### src/core/rcs_pkg.sv
// Package of constants and carrier types for the reset cause status logic.
package rcs_pkg;
  // ****************************************
  // Register map and field positions
  // ****************************************
  localparam logic [1:0] ADDR_CAUSE = 2'h0;
  localparam logic [1:0] ADDR_STACK = 2'h1;
  localparam logic [1:0] ADDR_PC = 2'h2;
  localparam logic [1:0] ADDR_INTC2 = 2'h3;
  localparam int BIT_PRIO_EN = 7;
  localparam int BIT_SOFT_RST = 4;
  localparam int BIT_TIMEOUT = 3;
  localparam int BIT_PWR_DOWN = 2;
  localparam int BIT_POR = 1;
  localparam int BIT_BROWNOUT = 0;
  localparam int STK_BIT_OVF = 7;
  localparam int STK_BIT_UNF = 6;
  localparam int SP_MSB = 4;
  localparam logic [7:0] CAUSE_IMPL_MASK = 8'h9F;
  localparam logic [7:0] CAUSE_POR_VALUE = 8'h1C;
  // ****************************************
  // Core register reset values, steps, interrupt vectors and masks
  // ****************************************
  localparam logic [20:0] PC_RESET = 21'h000000;
  localparam logic [20:0] PC_STEP = 21'h000002;
  localparam logic [20:0] VEC_HIGH = 21'h000008;
  localparam logic [20:0] VEC_LOW = 21'h000018;
  localparam logic [4:0] SP_RESET = 5'h00;
  localparam logic [4:0] SP_STEP = 5'h01;
  localparam logic [5:0] TBLU_RESET = 6'h00;
  localparam logic [7:0] INTC2_RESET = 8'hF5;
  localparam logic [7:0] INTC2_MASK = 8'hF5;
  localparam logic [20:0] TOS_RESET = 21'h000000;
  // ****************************************
  // Event codes
  // ****************************************
  typedef enum logic [3:0] {
    EV_NONE = 4'h0,
    EV_POR = 4'h1,
    EV_PIN_CLR = 4'h2,
    EV_SOFT = 4'h3,
    EV_STKFULL = 4'h4,
    EV_STKUNDER = 4'h5,
    EV_PIN_CLR_SLEEP = 4'h6,
    EV_WDOG = 4'h7,
    EV_WDOG_WAKE = 4'h8,
    EV_BROWNOUT = 4'h9,
    EV_IRQ_WAKE = 4'hA
  } rcs_event_t;
  typedef struct packed {
    logic [1:0] addr;
    logic [7:0] wdata;
    logic wr;
    logic rd;
  } rcs_bus_t;
  typedef struct packed {
    logic [7:0] cause;
    logic stackOverflow;
    logic stackUnderflow;
    logic [20:0] pc;
    logic [20:0] tos;
    logic [4:0] stackPtr;
    logic [5:0] tblUpper;
    logic [7:0] intc2;
    logic wakeFlag;
    logic [7:0] rdata;
  } rcs_state_t;
endpackage

### src/core/rcs_reset_cause.sv
// Reset cause status register and core register initialisation.
`timescale 1ns/1ps
`default_nettype none
module rcs_reset_cause (
  // Clock and reset
  input wire logic clk,
  input wire logic sys_rst,
  // Reset and wake events, one-cycle pulses
  input wire rcs_pkg::rcs_event_t resetEvent,
  input wire logic high_irq_global_enable,
  input wire logic low_irq_global_enable,
  input wire logic highIrqPending,
  // Register port
  input wire logic [1:0] regAddr,
  input wire logic [7:0] regWdata,
  input wire logic regWr,
  input wire logic regRd,
  output logic [7:0] regRdata,
  // Core register state
  output logic [7:0] reset_cause_status,
  output logic [20:0] programCounter,
  output logic [20:0] topOfStack,
  output logic [4:0] stack_pointer_reg,
  output logic [5:0] table_pointer_upper,
  output logic [7:0] interrupt_control_second,
  output logic stack_overflow_flag,
  output logic stack_underflow_flag,
  output logic wakeSourceFlag
);
  rcs_pkg::rcs_state_t st;
  rcs_pkg::rcs_state_t next_st;
  rcs_pkg::rcs_bus_t bus;

  assign bus = '{addr: regAddr, wdata: regWdata, wr: regWr, rd: regRd};

  // ****************************************
  // Next state
  // ****************************************
  always_comb
  begin
    next_st = st;
    next_st.rdata = 8'h00;
    // Software access; a hardware event in the same cycle overrides below.
    if (bus.rd)
    begin
      unique case (bus.addr)
        rcs_pkg::ADDR_CAUSE: next_st.rdata = st.cause & rcs_pkg::CAUSE_IMPL_MASK;
        rcs_pkg::ADDR_STACK: next_st.rdata = {st.stackOverflow, st.stackUnderflow, 1'b0, st.stackPtr};
        rcs_pkg::ADDR_PC: next_st.rdata = st.pc[7:0];
        rcs_pkg::ADDR_INTC2: next_st.rdata = st.intc2 & rcs_pkg::INTC2_MASK;
      endcase
    end
    if (bus.wr)
    begin
      unique case (bus.addr)
        rcs_pkg::ADDR_CAUSE: next_st.cause = bus.wdata & rcs_pkg::CAUSE_IMPL_MASK;
        rcs_pkg::ADDR_STACK:
        begin
          next_st.stackOverflow = bus.wdata[rcs_pkg::STK_BIT_OVF];
          next_st.stackUnderflow = bus.wdata[rcs_pkg::STK_BIT_UNF];
          next_st.stackPtr = bus.wdata[rcs_pkg::SP_MSB:0];
        end
        rcs_pkg::ADDR_PC: next_st.wakeFlag = 1'b0;
        rcs_pkg::ADDR_INTC2: next_st.intc2 = bus.wdata & rcs_pkg::INTC2_MASK;
      endcase
    end
    // Resets that force the core registers to their defaults.
    if (resetEvent inside {rcs_pkg::EV_POR, rcs_pkg::EV_PIN_CLR, rcs_pkg::EV_SOFT, rcs_pkg::EV_STKFULL,
        rcs_pkg::EV_STKUNDER, rcs_pkg::EV_PIN_CLR_SLEEP, rcs_pkg::EV_WDOG, rcs_pkg::EV_BROWNOUT})
    begin
      next_st.pc = rcs_pkg::PC_RESET;
      next_st.tos = rcs_pkg::TOS_RESET;
      next_st.stackPtr = rcs_pkg::SP_RESET;
      next_st.tblUpper = rcs_pkg::TBLU_RESET;
      next_st.intc2 = rcs_pkg::INTC2_RESET;
      next_st.cause[rcs_pkg::BIT_PRIO_EN] = 1'b0;
    end
    unique case (resetEvent)
      rcs_pkg::EV_POR:
      begin
        next_st.cause = rcs_pkg::CAUSE_POR_VALUE;
      end
      rcs_pkg::EV_SOFT:
      begin
        next_st.cause[rcs_pkg::BIT_SOFT_RST] = 1'b0;
      end
      rcs_pkg::EV_STKFULL:
      begin
        next_st.cause[rcs_pkg::BIT_POR] = 1'b1;
        next_st.cause[rcs_pkg::BIT_BROWNOUT] = 1'b1;
        next_st.stackOverflow = 1'b1;
      end
      rcs_pkg::EV_STKUNDER:
      begin
        next_st.cause[rcs_pkg::BIT_POR] = 1'b1;
        next_st.cause[rcs_pkg::BIT_BROWNOUT] = 1'b1;
        next_st.stackUnderflow = 1'b1;
      end
      rcs_pkg::EV_PIN_CLR_SLEEP:
      begin
        next_st.cause[rcs_pkg::BIT_TIMEOUT] = 1'b1;
        next_st.cause[rcs_pkg::BIT_PWR_DOWN] = 1'b0;
      end
      rcs_pkg::EV_WDOG:
      begin
        next_st.cause[rcs_pkg::BIT_SOFT_RST] = 1'b1;
        next_st.cause[rcs_pkg::BIT_TIMEOUT] = 1'b0;
        next_st.cause[rcs_pkg::BIT_PWR_DOWN] = 1'b1;
      end
      rcs_pkg::EV_WDOG_WAKE:
      begin
        next_st.pc = st.pc + rcs_pkg::PC_STEP;
        next_st.cause[rcs_pkg::BIT_TIMEOUT] = 1'b0;
        next_st.cause[rcs_pkg::BIT_PWR_DOWN] = 1'b0;
      end
      rcs_pkg::EV_BROWNOUT:
      begin
        next_st.cause[rcs_pkg::BIT_SOFT_RST] = 1'b1;
        next_st.cause[rcs_pkg::BIT_TIMEOUT] = 1'b1;
        next_st.cause[rcs_pkg::BIT_PWR_DOWN] = 1'b1;
        next_st.cause[rcs_pkg::BIT_POR] = 1'b1;
        next_st.cause[rcs_pkg::BIT_BROWNOUT] = 1'b0;
      end
      rcs_pkg::EV_IRQ_WAKE:
      begin
        next_st.cause[rcs_pkg::BIT_TIMEOUT] = 1'b1;
        next_st.cause[rcs_pkg::BIT_PWR_DOWN] = 1'b0;
        next_st.wakeFlag = 1'b1;
        if (high_irq_global_enable || low_irq_global_enable)
        begin
          next_st.pc = highIrqPending ? rcs_pkg::VEC_HIGH : rcs_pkg::VEC_LOW;
          next_st.tos = st.pc + rcs_pkg::PC_STEP;
          next_st.stackPtr = st.stackPtr + rcs_pkg::SP_STEP;
        end
        else
        begin
          next_st.pc = st.pc + rcs_pkg::PC_STEP;
        end
      end
      default:
      begin
      end
    endcase
  end

  // ****************************************
  // State register
  // ****************************************
  always_ff @(posedge clk)
  begin
    if (sys_rst)
    begin
      st <= '0;
      st.cause <= rcs_pkg::CAUSE_POR_VALUE;
      st.intc2 <= rcs_pkg::INTC2_RESET;
    end
    else
    begin
      st <= next_st;
    end
  end

  assign regRdata = st.rdata;
  assign reset_cause_status = st.cause;
  assign programCounter = st.pc;
  assign topOfStack = st.tos;
  assign stack_pointer_reg = st.stackPtr;
  assign table_pointer_upper = st.tblUpper;
  assign interrupt_control_second = st.intc2;
  assign stack_overflow_flag = st.stackOverflow;
  assign stack_underflow_flag = st.stackUnderflow;
  assign wakeSourceFlag = st.wakeFlag;
endmodule
`default_nettype wire

### config.mk
export PLATFORM = sky130hd
export DESIGN_NAME = rcs_reset_cause
export DESIGN_NICKNAME = d
export VERILOG_FILES = /design/src/core/rcs_pkg.sv /design/src/core/rcs_reset_cause.sv
export SDC_FILE = /design/constraint.sdc
export NUM_CORES = 1
export LEC_CHECK = 0
export BUFFER_PORTS_ARGS = -buffer_cell sky130_fd_sc_hd__clkbuf_2
export CORE_MARGIN = 5
export CORE_UTILIZATION = 47
export DETAILED_ROUTE_END_ITERATION = 16
export MAX_ROUTING_LAYER = met4
export PLACE_DENSITY_LB_ADDON = 0.1
export SLEW_MARGIN = 20
export SYNTH_ARGS = -nofsm -noshare
export SYNTH_HDL_FRONTEND = slang
export SYNTH_SLANG_ARGS = --single-unit
### constraint.sdc
create_clock -name clk -period 2 [get_ports clk]
set_input_delay 0.1 -clock clk [delete_from_list [all_inputs] [get_ports clk]]
set_output_delay 0.1 -clock clk [all_outputs]
set_load 0.01 [all_outputs]
==> flow_metrics.py, run 1 <==
metrics = {
    "yosys": {
        "synthFlopType": "dfxtp_1",
        "synth_top_area_cell": "dfxtp_1",
        "avgSynthCellArea_um2": 8.57,
        "async_flop_share_pct": 0,
        "syn_inst": 427,
        "syn-cell-area_um2": 3660,
        "synthTopCellsByArea": "dfxtp_1 (38%), nand2_1 (4.3%), nand3_1 (4.0%), a21oi_1 (3.3%), buf_4 (2.9%)",
        "synth_sequential_area_ratio_pct": 37.8,
        "ys_ff_latch": 69,
        "synth_cell_types": 65,
        "yosys.area.top_type_share_pct": 37.8,
        "synth_edf_count": 0,
        "ys_warn_count": 0,
    },
    "place": {
        "io_buffers": 89,
        "routabilityCongestion": 0.930,
        "dp_cells": 629,
        "dpl.hpwl_mm": 8.30,
    },
    "route": {
        "detail-route-antenna-nets": 0,
        "drt_iter0_drc": 208,
        "vias": 3661,
        "wirelength_mm": 11.2,
        "viasPerCell": 5.65,
        "wire_per_inst_um": 17.2,
        "drt-pass1-iter-count": 5,
        "drc_errors": 0,
    },
    "clock_tree": {
        "clock_latency_ns": 0.34,
        "numCtsBuffers": 9,
        "cts_root_buf": "clkbuf_8",
        "cts_tree": "built",
        "clk_pin_slew_ns": 0.08,
        "cts_buffer_depth": 2,
        "h-tree-depth": 3,
        "post_cts_buffers": 0,
        "cts.sinks": 69,
    },
    "floorplan": {
        "core_um2": 7650,
        "initial_utilization_pct": 47.8,
        "die_h_um": 98.2,
        "dieArea_um2": 9650,
        "die_x_um": 98.2,
        "ios": 101,
        "num_rows": 32,
    },
    "critical_path": {
        "worstSetupStartpointType": "register",
        "worst-path-buf-inv": 0,
        "cpPeakStageDelay_ns": 0.48,
        "r2r-end": "topOfStack[17]",
        "ff2ff_path_depth": 5,
        "cp_slowest_cell": "or4_4",
        "cp.required_ns": 2.23,
        "crit_path_end_kind": "register",
        "crit_family": "simple AND/OR/NAND/NOR gates",
        "crit_path_max_fanout": 6,
        "crit_chain": "ha_2 > nand4_2 > or4_4 > o211a_1 > a211o_1",
        "path_class": "reg2reg",
        "reg2reg_slack_ns": 0.15,
        "arrival_ns": 2.08,
        "rr_startpoint": "programCounter[2]",
    },
    "finish": {
        "drive_gt1_share_pct": 31.5,
        "largest_reg_flops": 21,
        "diodes": 0,
        "finalNetCount": 564,
        "final_common_cell": "clkbuf_2",
        "most-common-layout-cells": "clkbuf_2 (89), dfxtp_1 (69), buf_4 (46), nand2_1 (42), nand3_1 (29)",
        "regArea_um2": 1380,
        "multi_input_area_um2": 2030,
        "fill_cells": 737,
        "syn_to_final_growth_pct": 26.2,
        "final_cells": 648,
    },
    "grt": {
        "antenna_found_initial": 0,
        "grt_max_degree": 23,
        "grt_pass1_vias": 3541,
        "grt_pass1_wl_mm": 18.2,
        "grt_use_total_pct": 24.0,
        "grt-ovfl-total": 0,
    },
    "timing": {
        "max_freq_ghz": 0.542,
        "worstMarginPinSlew_ns": 0.627,
        "hold_violations": 0,
        "rsz0062_at_grt": "no",
        "final-setup-viol-count": 0,
        "report.final.slew_viol_count": 0,
        "period_minus_slack_ns": 1.85,
        "fin_skew_ns": 0.0126,
        "slew_headroom_pct": 57.9,
        "fin_setup_tns_ns": 0,
        "fin_crit_sh_pct": 92.3,
    },
    "hold_path": {
        "min-delay-start": "regWdata[2]",
        "hp-class": "in2reg",
        "hold_path_depth": 3,
        "min_to": "interrupt_control_second[2]",
    },
    "pwr": {
        "ir_worst_vdd_mv": 0.352,
        "p_int_mw": 2.31,
        "power.density_nw_per_um2": 668,
        "combPwrFrac_pct": 11.1,
        "sw_frac_of_total_pct": 25.2,
        "power.leakage_nw": 2.02,
        "clkPwrFrac_pct": 42.9,
        "switching_power_mw": 0.777,
        "seqPwrFrac_pct": 46.0,
    },
    "outcome": {
        "outcome": "finished, final reports clean",
    },
    "run": {
        "cap_violations": 0,
    },
}
[cell families after synthesis]
group                    after synthesis  share of synthesized area, %
AND/OR/NAND/NOR                      160                          23.6
AO/OA/AOI/OAI                        110                          20.5
flip-flops                            69                          37.8
buffers and inverters                 54                          8.07
multiplexers                          17                          5.92
XOR/XNOR                              14                          3.35
adder cells (fa/ha/maj)                2                         0.684
other                                  1                         0.103
[worst register-to-register path, cell delays in order, from the launching register on]
cell and delay (ns):
dfxtp_1 0.44, ha_2 0.23, nand4_2 0.11, or4_4 0.48
o211a_1 0.23, a211o_1 0.26
[synthesized netlist by cell type, drive strengths merged, types with 8 or more instances]
| cell type | count |
|---|---|
| and3 | 8 |
| dfxtp | 69 |
| a21oi | 24 |
| clkbuf | 19 |
| nand3b | 8 |
| buf | 25 |
| nand3 | 30 |
| xnor2 | 10 |
| nor4 | 8 |
| inv | 9 |
| nand2 | 42 |
| o21ai | 20 |
| nor2 | 22 |
| nor3 | 12 |
| a31oi | 14 |
[worst max path at each step]
stage | start | end | slack [ns] | cells past startpoint
2_1_floorplan | programCounter[2] | topOfStack[19] | 0.006 | 6
3_3_place_gp | programCounter[2] | topOfStack[19] | 0.14 | 5
3_5_place_dp | programCounter[2] | topOfStack[17] | 0.06 | 5
4_1_cts | programCounter[2] | topOfStack[17] | 0.06 | 5
5_1_grt | programCounter[2] | topOfStack[17] | 0.04 | 5
6_report | programCounter[2] | topOfStack[17] | 0.15 | 5
[layer usage]
layer | share of wire (%) | track usage [%] | vias to the layer above
li1 | - | - | 1772
met1 | 49 | 34.9 | 1739
met2 | 43 | 34.3 | 142
met3 | 7.5 | 4.71 | 8
met4 | 0.76 | 5.36 | 0
met5 | 0 | - | -
[layout make-up]
type,instances,share of cell area (%)
timing repair buffer,138,17.8
tap,102,2.76
multi-input combinational,314,43.9
clock inverter,3,1.46
clock buffer,13,3.44
inverter,9,0.732
sequential,69,29.9
[power by group through the flow]
stage	logic, mW	clock network, mW	registers [mW]
4_1_cts	0.338	1.34	1.42
3_3_place_gp	0.330	0	1.45
3_5_place_dp	0.332	0	1.45
5_1_grt	0.371	1.41	1.42
2_1_floorplan	0.211	0	1.46
6_report	0.342	1.32	1.42
[metrics by stage]
| step | setup WS, ns | total power, mW | area [µm²] | hold slack, ns | utilization, % |
|---|---|---|---|---|---|
| after floorplan | 0.00585 | 1.67 | 3700 | 0.223 | - |
| after global placement | 0.137 | 1.78 | 4360 | 0.324 | 57.0 |
| after detailed placement | 0.0619 | 1.78 | 4360 | 0.321 | 57.0 |
| after CTS | 0.0609 | 3.10 | 4610 | 0.00380 | 60.3 |
| after global routing | 0.0432 | 3.21 | 4620 | 0.0372 | 60.4 |
| final | 0.155 | 3.08 | 4620 | 0.0224 | 60.4 |
[timing repair]
action / 4_1_cts / 5_1_grt
endpoints found under the setup margin: 0 / 4
resized for setup: 0 / 1
hold buffers: 3 / 0
hold endpoints to repair: 3 / 0
Power figures use the tool's default switching activity.
==> run 2: changes to the inputs <==
Settings changed: CELL_PAD_IN_SITES_DETAIL_PLACEMENT from default to 1, CELL_PAD_IN_SITES_GLOBAL_PLACEMENT from default to 1, CORE_UTILIZATION 47 to 35.
Clock period 2 ns to 1.6 ns, I/O delays scaled along.
==> flow_metrics.py, run 2 (synthesis results as in run 1) <==
metrics = {
    "run": {
        "cap_violations": 0,
    },
    "critical_path": {
        "arrival_ns": 1.93,
        "rr_startpoint": "programCounter[6]",
        "r2r-end": "topOfStack[20]",
        "startpoint": "programCounter[6]",
        "reg2reg_slack_ns": -0.09,
        "path_class": "reg2reg",
        "worstSetupStartpointType": "register",
        "crit_path_end_kind": "register",
        "ff2ff_path_depth": 4,
        "crit_path_max_fanout": 5,
        "cp.required_ns": 1.84,
    },
    "clock_tree": {
        "cts_root_buf": "clkbuf_8",
        "numCtsBuffers": 9,
        "clk_pin_slew_ns": 0.08,
        "cts_buffer_depth": 2,
        "h-tree-depth": 3,
        "cts_tree": "built",
        "clock_latency_ns": 0.36,
        "cts.sinks": 69,
    },
    "route": {
        "viasPerCell": 5.33,
        "drc_errors": 0,
        "drt_iter0_drc": 185,
        "detail-route-antenna-nets": 0,
        "wirelength_mm": 13.0,
        "drt-pass1-iter-count": 4,
        "vias": 3824,
        "wire_per_inst_um": 18.1,
    },
    "timing": {
        "max_freq_ghz": 0.592,
        "period_minus_slack_ns": 1.69,
        "fin_setup_tns_ns": -0.319,
        "timing.hold.ws_ns": 0.0113,
        "rsz0062_at_grt": "yes",
        "fin_skew_ns": 0.0115,
        "report.final.slew_viol_count": 0,
        "hold_violations": 0,
        "setup_slack_ns": -0.0901,
        "final-setup-viol-count": 6,
        "fin_crit_sh_pct": 106,
    },
    "outcome": {
        "outcome": "complete, but fails checks",
        "violations": "negative setup slack",
    },
    "floorplan": {
        "core_um2": 10300,
        "die_x_um": 112,
        "num_rows": 37,
        "initial_utilization_pct": 35.6,
        "dieArea_um2": 12600,
        "die_h_um": 112,
        "ios": 101,
    },
    "grt": {
        "grt_pass1_wl_mm": 21.1,
        "grt_pass1_vias": 3927,
        "grt-ovfl-total": 0,
        "grt_max_degree": 19,
        "grt_use_total_pct": 21.4,
        "antenna_found_initial": 0,
    },
    "pwr": {
        "switching_power_mw": 1.04,
        "combPwrFrac_pct": 13.1,
        "finalPower_mw": 3.54,
        "seqPwrFrac_pct": 49.9,
        "ir_worst_vdd_mv": 0.385,
        "clkPwrFrac_pct": 37.0,
        "sw_frac_of_total_pct": 29.5,
        "power.density_nw_per_um2": 700,
        "p_int_mw": 2.50,
        "power.leakage_nw": 2.28,
    },
    "finish": {
        "most-common-layout-cells": "clkbuf_2 (89), buf_4 (75), dfxtp_1 (57), nand2_1 (42), nand3_1 (28)",
        "final_common_cell": "clkbuf_2",
        "largest_reg_flops": 21,
        "finalNetCount": 599,
        "drive_gt1_share_pct": 40.3,
        "design_area_um2": 5060,
        "syn_to_final_growth_pct": 38.3,
        "diodes": 0,
    },
    "place": {
        "dpl.hpwl_mm": 9.89,
        "place_ws_ns": -0.188,
        "io_buffers": 89,
        "routabilityCongestion": 0.842,
        "place_area_um2": 4650,
    },
    "hold_path": {
        "min_to": "interrupt_control_second[4]",
        "min-delay-start": "regWdata[4]",
        "hp-class": "in2reg",
        "hold_path_depth": 3,
    },
}
[run 2: final cells by class]
class                           count  area [µm²]
Timing Repair Buffer              173        1110
Sequential cell                    69        1410
Inverter                            9        33.8
Tap cell                          136         170
Clock buffer                        9         124
Fill cell                        1280        5220
Clock inverter                      7        48.8
Multi-Input combinational cell    314        2170
[run 2: worst max-delay path by stage]
stage / end / cells past startpoint
after global placement: topOfStack[20] / 4
after detailed placement: topOfStack[20] / 4
final: topOfStack[20] / 4
after floorplan: topOfStack[20] / 6
after global routing: topOfStack[20] / 4
after CTS: topOfStack[20] / 4
[run 2: metrics by stage]
stage               utilization (%)  cells
floorplan                         -    437
global route                   49.2    717
CTS                            48.3    718
global placement               45.3    689
finish                         49.2    717
detailed placement             45.3    689
[run 2: timing repair]
item | CTS | global route
pin swaps | 6 | 12
setup buffers | 7 | 1
hold buffers | 6 | 0
endpoints found under the hold margin | 10 | 0
endpoints found under the setup margin | 8 | 26
resized for setup | 11 | 20
[run 2: layer usage]
layer	routed length, µm	vias up	share of wire (%)	global-route usage [%]
met1	6190	1855	48	28.6
met5	0	-	0	-
met3	636	21	4.9	4.85
li1	-	1856	-	-
met2	5980	92	46	33.0
met4	199	0	1.5	5.05
[run 2: power by group through the flow]
stage	Sequential [mW]	Clock, mW	Combinational [mW]
floorplan	1.82	0	0.265
global placement	1.81	0	0.442
detailed placement	1.81	0	0.449
CTS	1.77	1.36	0.464
global route	1.77	1.43	0.508
finish	1.77	1.31	0.465
[run 2: worst max-delay path, cell delays in order (launching register included)]
cell     delay (ns)
dfxtp_4        0.36
nand4_1        0.13
or4_4          0.60
o211a_1        0.24
a211o_1        0.24
